<file path="src/hw/bds_pkg.sv">
// bds_pkg: constants and carriers for the buffer memory sequencer
package bds_pkg;

    // ------------------------------------------------------------
    // widths
    // ------------------------------------------------------------
    localparam int ROW_W = 9;
    localparam int COL_W = 9;
    localparam int DATA_W = 8;
    localparam int CNT_W = 4;
    localparam int REF_W = 10;

    // ------------------------------------------------------------
    // clock period in ns, intervals all in system clock periods
    // ------------------------------------------------------------
    localparam int CLK_NS = 20;
    localparam logic [CNT_W-1:0] T_PRE = 4'h4;
    localparam logic [CNT_W-1:0] T_RCD = 4'h2;
    localparam logic [CNT_W-1:0] T_CAS_FIRST = 4'h5;
    localparam logic [CNT_W-1:0] T_CAS_PAGE = 4'h3;
    localparam logic [CNT_W-1:0] T_RHOLD = 4'h4;
    localparam logic [CNT_W-1:0] T_WE_HOLD = 4'h1;
    localparam logic [CNT_W-1:0] T_REF_RP = 4'h4;
    localparam logic [CNT_W-1:0] T_REF_CSR = 4'h2;
    localparam logic [CNT_W-1:0] T_REF_CHR = 4'h6;
    localparam logic [CNT_W-1:0] T_SRAM_CYC = 4'h6;
    localparam logic [CNT_W-1:0] T_SRAM_AS = 4'h1;
    localparam logic [CNT_W-1:0] T_SRAM_WP = 4'h2;
    localparam logic [CNT_W-1:0] T_SRAM_RD = 4'h4;

    // ------------------------------------------------------------
    // refresh spacing limits and safety margin
    // ------------------------------------------------------------
    localparam logic [REF_W-1:0] REF_LIM_FAST = 10'h190;
    localparam logic [REF_W-1:0] REF_LIM_SLOW = 10'h320;
    localparam logic [REF_W-1:0] REF_MARGIN = 10'h028;
    localparam int CFG_REF_BIT = 3;

    // ------------------------------------------------------------
    // reset values of the memory pins
    // ------------------------------------------------------------
    localparam logic RST_STROBE_N = 1'b1;

    typedef struct packed {
        logic write;
        logic [ROW_W-1:0] row;
        logic [COL_W-1:0] col;
        logic [DATA_W-1:0] wdata;
    } bds_req_t;

    typedef struct packed {
        logic ras_n;
        logic cas_n;
        logic we_n;
        logic [ROW_W-1:0] addr;
    } bds_dram_pins_t;

endpackage

</file>
<file path="src/hw/bds_sequencer.sv">
// bds_sequencer: buffer dram / sram access and refresh sequencer
`timescale 1ns/1ps
// Notes on behaviour
// RULE1 - single access cycle at least 10 clocks
// RULE2 - page column accesses at least 4 clocks apart
// RULE3 - memory data valid 3T-10 after column strobe
// RULE4 - memory data valid 7T-10 after row strobe
// RULE5 - row strobe low 4T after last precharge
// RULE6 - column strobe high one clock between accesses
// RULE7 - column strobe falls 2T after row strobe
// RULE8 - column address switches 1T after row strobe
// RULE9 - row address 3T before, 1T after row strobe
// RULE10 - column address set-up 1T, held 3T/5T
// RULE11 - column address 3T before row strobe rises
// RULE12 - column strobe high 3T before row falls
// RULE13 - read write strobe inactive around strobes
// RULE14 - write strobe low at least 10 clocks
// RULE15 - write strobe leads column 9T, row 8T
// RULE16 - write data set-up 1T, held 3T/7T
// RULE17 - refresh column strobe leads 2T, holds 6T
// RULE18 - one clock after row precharge before column
// RULE19 - memory may release data at column rise
// RULE20 - refresh within 400 or 800 clocks
// RULE21 - every interval counted in system clocks
// RULE22 - sram cycles 6 clocks, pulse 2, set-up 1
module bds_sequencer (
    input wire logic mclk,
    input wire logic rst,
    input wire logic [7:0] memory_config_setting,
    input wire logic sram_sel,
    input wire logic req_valid,
    output logic req_ready,
    input wire bds_pkg::bds_req_t req,
    output logic [bds_pkg::DATA_W-1:0] rd_data,
    output logic rd_valid,
    output bds_pkg::bds_dram_pins_t dram,
    output logic [bds_pkg::ROW_W+bds_pkg::COL_W-1:0] sram_addr,
    output logic sram_ce_n,
    output logic sram_oe_n,
    output logic [bds_pkg::DATA_W-1:0] dq_out,
    output logic dq_oe,
    input wire logic [bds_pkg::DATA_W-1:0] dq_in
);

    // ------------------------------------------------------------
    // state
    // ------------------------------------------------------------
    typedef enum logic [3:0] {
        ST_IDLE = 4'h0,
        ST_PRE = 4'h1,
        ST_RCD = 4'h3,
        ST_CAS = 4'h2,
        ST_CPRE = 4'h6,
        ST_RHOLD = 4'h7,
        ST_REF_PRE = 4'h5,
        ST_REF_CAS = 4'h4,
        ST_REF_RAS = 4'hc,
        ST_SRAM = 4'hd
    } bds_state_t;

    bds_state_t state_r;
    logic [bds_pkg::CNT_W-1:0] cnt_r;
    logic [bds_pkg::ROW_W-1:0] row_r;
    logic [bds_pkg::COL_W-1:0] col_r;
    logic write_r;
    logic [bds_pkg::REF_W-1:0] ref_cnt_r;
    logic [bds_pkg::REF_W-1:0] ref_lim;
    logic ref_due;
    logic page_hit;
    logic cap0_r;
    logic cap1_r;
    logic [bds_pkg::DATA_W-1:0] dq_s1_r;
    logic [bds_pkg::DATA_W-1:0] dq_s2_r;

    // ------------------------------------------------------------
    // refresh timer
    // ------------------------------------------------------------
    // margin covers the longest access plus the refresh lead-in
    assign ref_lim = memory_config_setting[bds_pkg::CFG_REF_BIT] ?
        bds_pkg::REF_LIM_SLOW : bds_pkg::REF_LIM_FAST; // [RULE20]
    assign ref_due = !sram_sel && (ref_cnt_r >= ref_lim - bds_pkg::REF_MARGIN); // [RULE20]

    always_ff @(posedge mclk)
    begin
        if (rst)
        begin
            ref_cnt_r <= '0;
        end
        else if (state_r == ST_REF_CAS && cnt_r == '0)
        begin
            ref_cnt_r <= '0; // [RULE20]
        end
        else if (!ref_due || ref_cnt_r != ref_lim)
        begin
            ref_cnt_r <= ref_cnt_r + 10'h001; // [RULE21]
        end
    end

    // ------------------------------------------------------------
    // request acceptance
    // ------------------------------------------------------------
    // page continuation only for reads: a write needs a long strobe
    assign page_hit = req_valid && !req.write && !write_r && !ref_due &&
        req.row == row_r;

    always_comb
    begin
        req_ready = 1'b0;
        if (state_r == ST_IDLE)
        begin
            req_ready = !ref_due;
        end
        else if (state_r == ST_CAS && cnt_r == '0)
        begin
            req_ready = page_hit; // [RULE2]
        end
    end

    // ------------------------------------------------------------
    // sequencer
    // ------------------------------------------------------------
    always_ff @(posedge mclk)
    begin
        if (rst)
        begin
            state_r <= ST_IDLE;
            cnt_r <= '0;
            row_r <= '0;
            col_r <= '0;
            write_r <= 1'b0;
            dram.ras_n <= bds_pkg::RST_STROBE_N;
            dram.cas_n <= bds_pkg::RST_STROBE_N;
            dram.we_n <= bds_pkg::RST_STROBE_N;
            dram.addr <= '0;
            sram_addr <= '0;
            sram_ce_n <= bds_pkg::RST_STROBE_N;
            sram_oe_n <= bds_pkg::RST_STROBE_N;
            dq_out <= '0;
            dq_oe <= 1'b0;
            cap0_r <= 1'b0;
        end
        else
        begin
            cap0_r <= 1'b0;
            if (cnt_r != '0)
            begin
                cnt_r <= cnt_r - 4'h1; // [RULE21]
            end
            unique case (state_r)
                ST_IDLE:
                begin
                    if (ref_due)
                    begin
                        state_r <= ST_REF_PRE;
                        cnt_r <= bds_pkg::T_REF_RP - 4'h1; // [RULE18]
                    end
                    else if (req_valid && sram_sel)
                    begin
                        state_r <= ST_SRAM;
                        cnt_r <= bds_pkg::T_SRAM_CYC - 4'h1; // [RULE22]
                        write_r <= req.write;
                        sram_addr <= {req.row, req.col}; // [RULE22]
                        sram_ce_n <= 1'b0;
                        dq_out <= req.wdata;
                        dq_oe <= req.write;
                    end
                    else if (req_valid)
                    begin
                        state_r <= ST_PRE;
                        cnt_r <= bds_pkg::T_PRE - 4'h1; // [RULE9]
                        row_r <= req.row;
                        col_r <= req.col;
                        write_r <= req.write;
                        dram.addr <= req.row; // [RULE9]
                        dram.we_n <= !req.write; // [RULE15] [RULE13]
                        dq_out <= req.wdata; // [RULE16]
                        dq_oe <= req.write;
                    end
                end
                ST_PRE:
                begin
                    if (cnt_r == '0)
                    begin
                        state_r <= ST_RCD;
                        cnt_r <= bds_pkg::T_RCD - 4'h1;
                        dram.ras_n <= 1'b0;
                    end
                end
                ST_RCD:
                begin
                    if (cnt_r == bds_pkg::T_RCD - 4'h1)
                    begin
                        dram.addr <= col_r; // [RULE8] [RULE10]
                    end
                    if (cnt_r == '0)
                    begin
                        state_r <= ST_CAS;
                        // long first strobe waits out the row access time
                        cnt_r <= bds_pkg::T_CAS_FIRST - 4'h1; // [RULE7] [RULE4]
                        dram.cas_n <= 1'b0;
                    end
                end
                ST_CAS:
                begin
                    if (cnt_r == '0)
                    begin
                        dram.cas_n <= 1'b1;
                        cap0_r <= !write_r; // [RULE3] [RULE19]
                        if (page_hit)
                        begin
                            state_r <= ST_CPRE;
                            col_r <= req.col;
                            dram.addr <= req.col; // [RULE10]
                        end
                        else
                        begin
                            state_r <= ST_RHOLD;
                            cnt_r <= bds_pkg::T_RHOLD - 4'h1; // [RULE5] [RULE11]
                        end
                    end
                end
                ST_CPRE:
                begin
                    state_r <= ST_CAS;
                    cnt_r <= bds_pkg::T_CAS_PAGE - 4'h1; // [RULE2] [RULE6]
                    dram.cas_n <= 1'b0;
                end
                ST_RHOLD:
                begin
                    if (cnt_r == bds_pkg::T_RHOLD - bds_pkg::T_WE_HOLD)
                    begin
                        dram.we_n <= 1'b1; // [RULE14] [RULE15]
                    end
                    if (cnt_r == '0)
                    begin
                        // row closes; pre-charge of the next access restores
                        state_r <= ST_IDLE;
                        dram.ras_n <= 1'b1; // [RULE1] [RULE12]
                        dram.we_n <= 1'b1; // [RULE13]
                        dq_oe <= 1'b0; // [RULE16]
                    end
                end
                ST_REF_PRE:
                begin
                    if (cnt_r == '0)
                    begin
                        state_r <= ST_REF_CAS;
                        cnt_r <= bds_pkg::T_REF_CSR - 4'h1;
                        dram.cas_n <= 1'b0; // [RULE17] [RULE18]
                    end
                end
                ST_REF_CAS:
                begin
                    if (cnt_r == '0)
                    begin
                        state_r <= ST_REF_RAS;
                        cnt_r <= bds_pkg::T_REF_CHR - 4'h1; // [RULE17]
                        dram.ras_n <= 1'b0;
                    end
                end
                ST_REF_RAS:
                begin
                    if (cnt_r == '0)
                    begin
                        state_r <= ST_IDLE;
                        dram.ras_n <= 1'b1;
                        dram.cas_n <= 1'b1;
                    end
                end
                ST_SRAM:
                begin
                    if (cnt_r == bds_pkg::T_SRAM_CYC - bds_pkg::T_SRAM_AS - 4'h1)
                    begin
                        dram.we_n <= !write_r; // [RULE22]
                        sram_oe_n <= write_r;
                    end
                    if (cnt_r == bds_pkg::T_SRAM_CYC - bds_pkg::T_SRAM_AS
                        - bds_pkg::T_SRAM_WP - 4'h1)
                    begin
                        dram.we_n <= 1'b1; // [RULE22]
                    end
                    if (cnt_r == bds_pkg::T_SRAM_CYC - bds_pkg::T_SRAM_RD - 4'h1)
                    begin
                        sram_oe_n <= 1'b1;
                        cap0_r <= !write_r;
                    end
                    if (cnt_r == '0)
                    begin
                        state_r <= ST_IDLE;
                        sram_ce_n <= 1'b1;
                        dq_oe <= 1'b0;
                    end
                end
                default:
                begin
                    state_r <= ST_IDLE;
                end
            endcase
        end
    end

    // ------------------------------------------------------------
    // read data capture
    // ------------------------------------------------------------
    // pin data is synchronised; the flag follows the same two stages
    always_ff @(posedge mclk)
    begin
        if (rst)
        begin
            dq_s1_r <= '0;
            dq_s2_r <= '0;
        end
        else
        begin
            dq_s1_r <= dq_in;
            dq_s2_r <= dq_s1_r;
        end
    end

    always_ff @(posedge mclk)
    begin
        if (rst)
        begin
            cap1_r <= 1'b0;
            rd_data <= '0;
            rd_valid <= 1'b0;
        end
        else
        begin
            cap1_r <= cap0_r;
            rd_valid <= cap1_r;
            if (cap1_r)
            begin
                rd_data <= dq_s2_r; // [RULE19]
            end
        end
    end

endmodule

</file>
<file path="config.mk">
export PLATFORM = sky130hd
export DESIGN_NAME = bds_sequencer
export DESIGN_NICKNAME = d
export VERILOG_FILES = /design/src/hw/bds_pkg.sv /design/src/hw/bds_sequencer.sv
export SDC_FILE = /design/constraint.sdc
export NUM_CORES = 1
export LEC_CHECK = 0
export ABC_CLOCK_PERIOD_IN_PS = 5400
export BUFFER_PORTS_ARGS = -buffer_cell sky130_fd_sc_hd__buf_2
export CAP_MARGIN = 10
export CORE_MARGIN = 1.5
export CORE_UTILIZATION = 45
export DETAILED_ROUTE_END_ITERATION = 16
export PLACE_DENSITY = 0.68
export SLEW_MARGIN = 5
export SYNTH_ARGS = -nofsm -noshare
export SYNTH_HDL_FRONTEND = slang
export SYNTH_SLANG_ARGS = --single-unit
</file>
<file path="constraint.sdc">
create_clock -name mclk -period 5.4 [get_ports mclk]
set_clock_uncertainty 0.2 [all_clocks]
set_input_delay 0.54 -clock mclk [delete_from_list [all_inputs] [get_ports mclk]]
set_output_delay 0.54 -clock mclk [all_outputs]
set_load 0.01 [all_outputs]
</file>
==> results of run 1 <==
## cell type report
class                      instances  area [um^2]
clock inverter                     6         65.1
clock buffer                      10          138
tap                              136          170
inverter                          12         45.0
sequential                       105         2100
multi-input combinational        403         2440
timing repair buffer              94          480
fill                             991         4790
## cell usage after synthesis, types with 3 or more instances
cell type  count  area share, %
nand3_1       17            1.8
nand4_1        5           0.66
ha_1          12            3.2
nor3_1         8           0.85
nand2_1       86            6.9
a31oi_1        3           0.40
o22ai_1       14            1.9
inv_1         12           0.96
or3_1          7           0.93
a21oi_1       48            5.1
nor2b_1       23            3.1
nor2_1        53            4.2
a22oi_1        3           0.48
xor2_1         4           0.74
o311ai_0       3           0.56
o21ai_0       20            2.1
a2111oi_0      4           0.74
o31ai_1        3           0.48
nand2b_1       5           0.66
xnor2_1       12            2.2
mux2i_1       38            8.1
clkbuf_1      27            2.2
dfxtp_1      105             45
a211o_1        3           0.56
o32ai_1        4           0.74
## metrics by stage
stage	worst slack [ps]	total power, mW
global placement	2020	1.95
detailed placement	1970	1.97
finish	1890	2.47
CTS	1950	2.47
global route	1640	2.63
floorplan	2530	1.70
## state kept, by name, indices dropped and copies added, names as in the netlist
signal     cells
cap0_r         1
cap1_r         1
cnt_r          4
col_r          9
dq_oe          1
dq_out         8
dq_s1_r        8
dq_s2_r        8
dram          12
rd_data        8
rd_valid       1
ref_cnt_r     10
row_r          9
sram_addr     18
sram_ce_n      1
sram_oe_n      1
state_r        4
write_r        1
## metal layers
| layer | vias up | global-route usage (%) | part of all wire (%) |
|---|---|---|---|
| met4 | 0 | 6.16 | 1.1 |
| met3 | 13 | 5.32 | 7.6 |
| met2 | 150 | 34.1 | 46 |
| met5 | - | 0 | 0 |
| met1 | 1956 | 26.1 | 45 |
| li1 | 2069 | - | - |
## worst register-to-register path: stages (launching register included)
cell       delay [ps]
dfxtp_1           380
inv_1             130
ha_1              280
nor3b_2           570
inv_1             370
ha_1              420
a211o_1           140
a21oi_1            60
a2111oi_0         560
a221o_1           240
a31oi_1            40
## path summary, 6_finish.rpt
kind                                  from    endpoint  slack [ps]
worst max-delay path              cnt_r[0]    cnt_r[0]        1890
worst min-delay path              dq_in[1]  dq_s1_r[1]         180
worst max register to register    cnt_r[0]    cnt_r[0]        1890
worst min register to register  dq_s1_r[7]  dq_s2_r[7]         240
## where the power goes
group          internal (mW)  total, mW  switching, mW
Sequential             0.897       1.03          0.131
Clock                  0.229      0.501          0.272
Combinational          0.364      0.937          0.573
## kinds of logic (layout without fill, tap and decap cells)
group,after synthesis,after routing
flip-flops,105,105
AND/OR/NAND/NOR,218,218
adder cells (fa/ha/maj),12,12
multiplexers,38,38
buffers and inverters,44,122
XOR/XNOR,16,16
AO/OA/AOI/OAI,119,119
==> impl_metrics.json, run 1 <==
{
  "outcome": "finished clean",
  "synth_area_um2": 4710,
  "seq_area_frac_synth_pct": 44.6,
  "drive_gt1_share_pct": 18.9,
  "synthToLayoutAreaGrowth_pct": 15.5,
  "setup.worst_path.end_class": "flop",
  "slowest_delay_ps": 570,
  "cp_slowest_cell": "nor3b_2",
  "rsz0062_at_grt": "false",
  "worstMarginPinSlew_ps": 1140,
  "vias": 4188,
  "synth-compound-area-share_pct": 15.8,
  "clk_latency_ps": 380,
  "grt_max_degree": 85,
  "synthAdderAreaFrac_pct": 3.19,
  "globalRouteTotalUtil_pct": 20.5,
  "placed_cell_area_um2": 5240,
  "grt_overflow": 0,
  "cts.clk_slew.worst_paths_ps": 90,
  "hold_viol": 0,
  "cp_max_fo": 12,
  "ys_ff_latch": 105,
  "cp_top_family": "compound AO/OA/AOI/OAI gates",
  "async_reset_ff_share_pct": 0,
  "die-area_um2": 11100,
  "crit_cells": 10,
  "die_y_um": 105,
  "initial_core_util_pct": 46.0,
  "final_cells": 766,
  "fin_crit_ps": 3510,
  "nNetsFinal": 684,
  "p_leak_nw": 2.23,
  "port_buffers": 90,
  "firstDrtPassIters": 5,
  "min_path_cells": 2,
  "cp_data_arrival_time_ps": 3550,
  "post_cts_resized": 0,
  "drt-initial-drc-count": 398,
  "fin_tns_setup_ps": 0,
  "synth-xor-area-share_pct": 2.97,
  "fmax_ghz": 0.285,
  "stdcell_area_um2": 5440,
  "synth_mux_area_share_pct": 8.07,
  "grt_pass1_wl_mm": 18.5,
  "ir_worst_vdd_mv": 0.170,
  "drc": 0,
  "synthDistinctLibCells": 51,
  "avgSynthCellArea_um2": 8.53,
  "h-tree-depth": 3,
  "ys.flop_type": "dfxtp_1",
  "finalCritPeriodShare_pct": 65.0,
  "ant_nets": 0,
  "fin_hold_ws_ps": 179,
  "clockBufferDepth": 2,
  "synth_top_family_by_area": "simple AND/OR/NAND/NOR gates",
  "cp-start-kind": "flop",
  "yosysWarnings": 0,
  "setup_violations": 0,
  "path_class": "reg -> reg",
  "postSynthCellCount": 552,
  "place_inst": 750,
  "final_core_util_pct": 53.2,
  "cts_hold_buf": 0,
  "synth_nets": 611,
  "antenna_found_initial": 0,
  "synth-edff-count": 0,
  "vias_per_cell": 5.47,
  "dp_hpwl_mm": 7.81,
  "num_rows": 37,
  "powerDensity_nw_per_um2": 453,
  "synthSimpleGateAreaFrac_pct": 21.6,
  "crit_chain": "inv_1, ha_1, nor3b_2, inv_1, ha_1, a211o_1, a21oi_1, a2111oi_0, a221o_1, a31oi_1",
  "wl_per_cell_um": 14.7,
  "num_antenna_cells": 0,
  "root_buffer": "clkbuf_8",
  "top_level_ports": 98,
  "cts_buffers": 9,
  "grt_pass1_vias": 3971,
  "gp_congestion": 0.852,
  "coreArea_um2": 10200,
  "drv_cap": 0,
  "slew_headroom_pct": 23.5,
  "rr_worst_depth": 10,
  "cts_tree": "built",
  "worstPathRequired_ps": 5440,
  "hold_class": "in -> reg",
  "crit_buf_inv": 2,
  "timing.final.max_slew_violations": 0,
  "layout_commonest_cell": "dfxtp_1",
  "die_x_um": 105,
  "cts_sinks": 105,
  "postCtsSetupRepairBufs": 0,
  "routed_wl_mm": 11.2,
  "layout_common_cells": "105 x dfxtp_1, 90 x buf_2, 86 x nand2_1"
}
Note: power is estimated with default switching activity, not from simulation.
==> run 2: changes to the inputs <==
--- a/config.mk
+++ b/config.mk
@@ -5,13 +5,14 @@
 export SDC_FILE = /design/constraint.sdc
 export NUM_CORES = 1
 export LEC_CHECK = 0
-export ABC_CLOCK_PERIOD_IN_PS = 5400
+export ABC_AREA = 1
+export ABC_CLOCK_PERIOD_IN_PS = 2840
 export BUFFER_PORTS_ARGS = -buffer_cell sky130_fd_sc_hd__buf_2
 export CAP_MARGIN = 10
 export CORE_MARGIN = 1.5
 export CORE_UTILIZATION = 45
 export DETAILED_ROUTE_END_ITERATION = 16
-export PLACE_DENSITY = 0.68
+export PLACE_DENSITY = 0.7
 export SLEW_MARGIN = 5
 export SYNTH_ARGS = -nofsm -noshare
 export SYNTH_HDL_FRONTEND = slang
==> constraint.sdc (replaced) <==
create_clock -name mclk -period 2.84 [get_ports mclk]
set_clock_uncertainty 0.2 [all_clocks]
set_input_delay 0.284 -clock mclk [delete_from_list [all_inputs] [get_ports mclk]]
set_output_delay 0.284 -clock mclk [all_outputs]
set_load 0.01 [all_outputs]
==> run 2 against run 1 <==
Clock-buffer cell count fell by 1. Combinational power grew to 2.6 times the previous value. First-iteration DRC count shrank 8.3%. Sequential share of layout area decreased by 2.7 points. Setup slack worse by 1700 ps. Register-to-register slack got worse by 1500 ps. Largest power group is now combinational cells. Critical path depth shrank 1. Flip-flop and latch count unchanged.
==> impl_metrics.json, run 2 <==
{
  "outcome": "finished clean",
  "setup.worst_path.end_class": "output port",
  "ys.flop_type": "dfxtp_1",
  "synth_common_cells": "110 x nand2_1, 110 x nor2_1, 105 x dfxtp_1, 74 x inv_1, 69 x a21oi_1",
  "coreArea_um2": 10400,
  "avgSynthCellArea_um2": 7.29,
  "cp_data_arrival_time_ps": 2140,
  "synthToLayoutAreaGrowth_pct": 20.7,
  "drt-initial-drc-count": 365,
  "synth_nets": 724,
  "grt_max_degree": 63,
  "ys_ff_latch": 105,
  "clockBufferDepth": 2,
  "worstPathRequired_ps": 2360,
  "die-area_um2": 11400,
  "cts_sinks": 105,
  "initial_core_util_pct": 46.8,
  "largest_register_ffs": 18,
  "num_rows": 37,
  "slew_headroom_pct": 61.0,
  "wl_met3_um": 564,
  "reg.largest.list": "sram_addr x18, dram x12, ref_cnt_r x10",
  "slowest_delay_ps": 420,
  "yosysWarnings": 0,
  "worstMarginPinSlew_ps": 586,
  "grt_overflow": 0,
  "rsz0062_at_grt": "false",
  "fin_tns_setup_ps": 0,
  "powerDensity_nw_per_um2": 914,
  "critPathMostFrequentCell": "nand2_1",
  "postCtsSetupRepairBufs": 0,
  "synth_top_cells_by_area": "dfxtp_1 43%, nand2_1 8.5%, nor2_1 8.5%",
  "fmax_ghz": 0.381,
  "cts_buffers": 9,
  "drv_cap": 0,
  "synthDistinctLibCells": 39,
  "hold_class": "in -> reg",
  "fillers": 990,
  "synth-edff-count": 0,
  "wl_met1_mm": 5.38,
  "ant_nets": 0,
  "num_antenna_cells": 0,
  "cts.clk_slew.worst_paths_ps": 110,
  "dp_hpwl_mm": 8.59,
  "nNetsFinal": 834,
  "drive_gt1_share_pct": 17.8,
  "finalCritPeriodShare_pct": 92.3,
  "root_buffer": "clkbuf_8",
  "crit_chain": "ha_1, nand2_1, nor2_1, nor2_1, nand2_1, nand2_1, nand3_2, o31ai_2, buf_2",
  "yosys.area.top_type_share_pct": 43.4,
  "top_level_ports": 98,
  "yosysTopAreaCell": "dfxtp_1",
  "synth_area_um2": 4850,
  "path_class": "reg -> out",
  "ir_worst_vdd_mv": 0.377,
  "globalRouteTotalUtil_pct": 22.3,
  "port_buffers": 90,
  "postSynthCellCount": 665,
  "grt_pass1_vias": 4449,
  "cp_slowest_cell": "dfxtp_1",
  "cts_tree": "built",
  "h-tree-depth": 3,
  "cp_max_fo": 5,
  "final_core_util_pct": 56.4,
  "p_leak_nw": 2.79,
  "grt_pass1_wl_mm": 20.3,
  "wl_per_cell_um": 13.4,
  "gp_congestion": 0.917,
  "async_reset_ff_share_pct": 0,
  "cp-start-kind": "flop",
  "fin_crit_ps": 2620,
  "die_y_um": 107,
  "vias_per_cell": 5.10,
  "highest_layer": "met4",
  "wl_met2_mm": 6.03,
  "drc": 0,
  "firstDrtPassIters": 4,
  "vias": 4669,
  "timing.final.max_slew_violations": 0,
  "layout_common_cells": "110 x nand2_1, 110 x nor2_1, 105 x dfxtp_1",
  "die_x_um": 107,
  "setup_violations": 0,
  "clk_latency_ps": 380,
  "regMostFlops": "sram_addr",
  "hold_viol": 0,
  "seq_area_frac_synth_pct": 43.4,
  "antenna_found_initial": 0,
  "routed_wl_mm": 12.2
}
[run 2: cell types whose count changed after synthesis, moves of 8 or more]
cell | before | now
clkbuf_1 | 27 | 10
nand3_1 | 17 | 31
a21oi_1 | 48 | 69
nor2b_1 | 23 | 0
mux2i_1 | 38 | 0
nor2_1 | 53 | 110
o21ai_0 | 20 | 56
nand2_1 | 86 | 110
inv_1 | 12 | 74
a221oi_1 | 1 | 9
o22ai_1 | 14 | 0
[run 2: final timing paths]
path	from	end	slack, ps	cells after the start
worst min-delay path	req[15]	sram_addr[7]	6	3
worst min register to register	cap0_r	cap1_r	200	2
worst max register to register	cnt_r[0]	dram[0]	420	9
worst max-delay path	ref_cnt_r[8]	req_ready	220	9
[run 2: area by class of cell]
| class | instances | area (um^2) | share of cell area (%) |
|---|---|---|---|
| clock buffers | 9 | 124 | 2.12 |
| clock inverters | 7 | 71.3 | 1.22 |
| inverters | 82 | 310 | 5.30 |
| multi-input cells | 453 | 2290 | 39.2 |
| flip-flops and latches | 105 | 2100 | 35.9 |
| well taps | 136 | 170 | 2.91 |
| repair buffers | 124 | 778 | 13.3 |
[run 2: routing by layer]
layer	global-route usage, %	vias to the layer above
li1	-	2371
met1	26.9	2144
met2	39.1	132
met3	3.71	22
met4	9.14	0
met5	0	-
[run 2: metrics by stage]
stage          hold slack (ps)  power (mW)  setup WS (ps)  area [um^2]  std cells
2_1_floorplan              188        3.87            830         4850        665
3_3_place_gp               190        4.34            397         5360        871
3_5_place_dp               195        4.41            361         5360        871
4_1_cts                   6.94        5.36            124         5850        916
5_1_grt                   6.35        5.80           52.5         5850        916
6_report                  6.14        5.35            219         5850        916
[run 2: report_power, final]
| group | internal [mW] | switching [mW] | leakage, nW |
|---|---|---|---|
| clock network | 0.345 | 0.568 | 0.0979 |
| logic | 0.868 | 1.59 | 1.83 |
| registers | 1.78 | 0.197 | 0.862 |
| total | 2.99 | 2.36 | 2.79 |
[run 2: cell families (layout without fill, tap and decap cells)]
| family | after synthesis | in the layout | synth area share, % |
|---|---|---|---|
| simple gates | 283 | 283 | 25.7 |
| xor+xnor | 8 | 8 | 1.45 |
| buf+inv | 107 | 222 | 9.42 |
| fa+ha+maj | 12 | 12 | 3.10 |
| flops | 105 | 105 | 43.4 |
| compound gates | 150 | 150 | 17.0 |
[run 2: what timing repair did]
item                                   4_1_cts  5_1_grt
gates resized for setup                      0        1
endpoints found under the hold margin       29        0
hold buffers                                29        0
setup endpoints to repair                    0        1
[run 2: critical path: cells and delay by family (launching register included)]
kind / cells / cell delay (ps)
adders and majority gates: 1 / 270
AOI/OAI and AO/OA: 1 / 240
and+or+nand+nor: 6 / 660
buffers and inverters: 1 / 180
DFF: 1 / 420
==> run 3: changes to the inputs <==
--- a/config.mk
+++ b/config.mk
@@ -13,7 +13,7 @@
 export CORE_UTILIZATION = 45
 export DETAILED_ROUTE_END_ITERATION = 16
 export PLACE_DENSITY = 0.7
-export SLEW_MARGIN = 5
+export SLEW_MARGIN = 10
 export SYNTH_ARGS = -nofsm -noshare
 export SYNTH_HDL_FRONTEND = slang
 export SYNTH_SLANG_ARGS = --single-unit
==> constraint.sdc (replaced) <==
create_clock -name mclk -period 2.84 [get_ports mclk]
set_clock_uncertainty 0.2 [all_clocks]
set_input_delay 0.852 -clock mclk [delete_from_list [all_inputs] [get_ports mclk]]
set_output_delay 0.852 -clock mclk [all_outputs]
set_load 0.01 [all_outputs]
==> run 3 against run 2 <==
The run now ends with negative setup slack left. Sequential share of layout area decreased by 0.88 points. Via count down 1.7%. Clock power is 1% lower. Final cell count increased by 0.76%. Combinational power up 9.8%. Register-to-register slack improved by 50 ps. Setup slack lost 510 ps. Non-clock buffer count grew 7. Global-route usage shrank 0.36 points.
==> impl_metrics.json, run 3 (same netlist as run 2, synthesis figures left out) <==
{
  "cp_slowest_cell": "ha_4",
  "largest_register_ffs": 18,
  "drt-initial-drc-count": 323,
  "die_y_um": 107,
  "cell_internal_pwr_mw": 3.17,
  "worstMarginPinSlew_ps": 405,
  "cts_tree": "built",
  "firstDrtPassIters": 4,
  "clockBufferDepth": 2,
  "setup_violations": 1,
  "use_met2_pct": 36.7,
  "die_x_um": 107,
  "met1_usage_pct": 28.3,
  "stdcell_area_um2": 6000,
  "reg.largest.list": "sram_addr x18, dram x12, ref_cnt_r x10",
  "num_rows": 37,
  "hold_class": "reg -> reg",
  "worstPathRequired_ps": 1790,
  "globalRouteTotalUtil_pct": 21.9,
  "p_leak_nw": 2.88,
  "p_clk_share_pct": 16.1,
  "antenna_found_initial": 0,
  "powerDensity_nw_per_um2": 929,
  "h-tree-depth": 3,
  "min_from": "cap0_r",
  "outcome": "finished, violations left",
  "dp_hpwl_mm": 8.76,
  "root_buffer": "clkbuf_8",
  "crit_start": "memory_config_setting[3]",
  "share_comb_of_total_power_pct": 48.4,
  "coreArea_um2": 10400,
  "crit_buf_inv": 3,
  "cts_hold_buf": 0,
  "grt_max_degree": 63,
  "rsz0062_at_grt": "true",
  "layout_setup_ws_ps": -292,
  "grt_pass1_vias": 4455,
  "vias": 4590,
  "cp_max_fo": 3,
  "critPathMostFrequentCell": "nand2_2",
  "ir_worst_vdd_mv": 0.480,
  "p_switching_mw": 2.40,
  "drc": 0,
  "reg2reg_from": "ref_cnt_r[8]",
  "grt_pass1_wl_mm": 20.2,
  "use_met3_pct": 4.26,
  "cp_top_family": "simple AND/OR/NAND/NOR gates",
  "placed_cell_area_um2": 5750,
  "layout_common_cells": "109 x nor2_1, 106 x nand2_1, 105 x dfxtp_1",
  "regMostFlops": "sram_addr",
  "port_buffers": 90,
  "crit_chain": "buf_12, inv_16, ha_4, nand2_2, nand2_1, nor2_1, nand2_2, nand2_4, nand3_4, o31ai_4, buf_2",
  "finalCritPeriodShare_pct": 110,
  "slew_headroom_pct": 72.3,
  "setup.worst_path.end_class": "output port",
  "drv_cap": 0,
  "fmax_ghz": 0.319,
  "fillers": 992,
  "hold_viol": 0,
  "num_antenna_cells": 0,
  "cts_sinks": 105,
  "clk_latency_ps": 380,
  "grt_overflow": 0,
  "layout_commonest_cell": "nor2_1",
  "timing.final.max_slew_violations": 0,
  "violations": "negative setup slack",
  "cts_buffers": 9,
  "vias_per_cell": 4.97,
  "top_level_ports": 98,
  "die-area_um2": 11400,
  "routed_wl_mm": 11.8,
  "wl_per_cell_um": 12.8,
  "gp_congestion": 0.897,
  "final_core_util_pct": 57.8,
  "cp_data_arrival_time_ps": 2080,
  "slowest_delay_ps": 200,
  "cts.clk_slew.worst_paths_ps": 110,
  "swShare_pct": 43.1,
  "initial_core_util_pct": 46.8,
  "cp-start-kind": "input pin",
  "synthToLayoutAreaGrowth_pct": 23.7,
  "nNetsFinal": 841,
  "drive_gt1_share_pct": 23.6,
  "ant_nets": 0,
  "seq_power_share_pct": 35.5,
  "path_class": "in -> out",
  "fin_crit_ps": 3130,
  "grt.busiest_layer": "met2"
}
run 3: cell count changes in the layout (fill, tap and decap cells not counted), moves of 3 or more:
| cell | before | now |
|---|---|---|
| dlygate4sd3_1 | 29 | 0 |
| buf_4 | 5 | 38 |
| buf_12 | 0 | 4 |
| ha_4 | 0 | 4 |
| nand2_1 | 110 | 106 |
| nand2_4 | 3 | 6 |
| ha_1 | 12 | 8 |
run 3: worst min-delay path, delay by kind of cell (launching register included):
kind,cells,cell delay [ps]
buffers and inverters,1,40
flip-flops,1,310
AND/OR/NAND/NOR,1,30
run 3: power by group through the flow:
stage          Clock, mW  Sequential (mW)  Combinational (mW)
6_report           0.900             1.98                2.70
5_1_grt            0.984             2.01                3.05
3_3_place_gp           0             1.99                2.61
3_5_place_dp           0             2.00                2.66
2_1_floorplan          0             2.04                1.85
4_1_cts            0.925             1.97                2.69
run 3: what timing repair did:
| action | 4_1_cts | 5_1_grt |
|---|---|---|
| setup buffers | 2 | 0 |
| pin swaps | 6 | 1 |
| resized for setup | 7 | 2 |
| hold endpoints to repair | 0 | 0 |
| setup endpoints to repair | 1 | 1 |
run 3: through the flow:
| step | worst slack [ps] | power (mW) | std cells | hold slack [ps] | setup TNS, ps |
|---|---|---|---|---|---|
| global placement | -441 | 4.60 | 905 | 190 | -2830 |
| finish | -292 | 5.57 | 923 | 202 | -292 |
| floorplan | -33.5 | 3.90 | 665 | 188 | -33.5 |
| detailed placement | -482 | 4.66 | 905 | 197 | -4050 |
| global route | -342 | 6.04 | 923 | 229 | -342 |
| CTS | -303 | 5.59 | 923 | 205 | -303 |
run 3: cell type report:
cell class,count,area [um^2],area share [%]
clock buffers,9,124,2.07
clock inverters,7,71.3,1.19
inverters,82,327,5.44
multi-input cells,453,2390,39.9
flip-flops and latches,105,2100,35.0
well taps,136,170,2.84
repair buffers,131,811,13.5
run 3: routing by layer:
metal | part of all wire, % | wire length [um]
met3 | 3.9 | 466
met5 | 0 | 0
met1 | 47 | 5520
met2 | 48 | 5670
met4 | 1.5 | 182
run 3: final timing paths:
path	slack, ps	to	cells past startpoint
max	-290	req_ready	11
min reg2reg	200	cap1_r	2
max reg2reg	470	row_r[0]	13
min	200	cap1_r	2
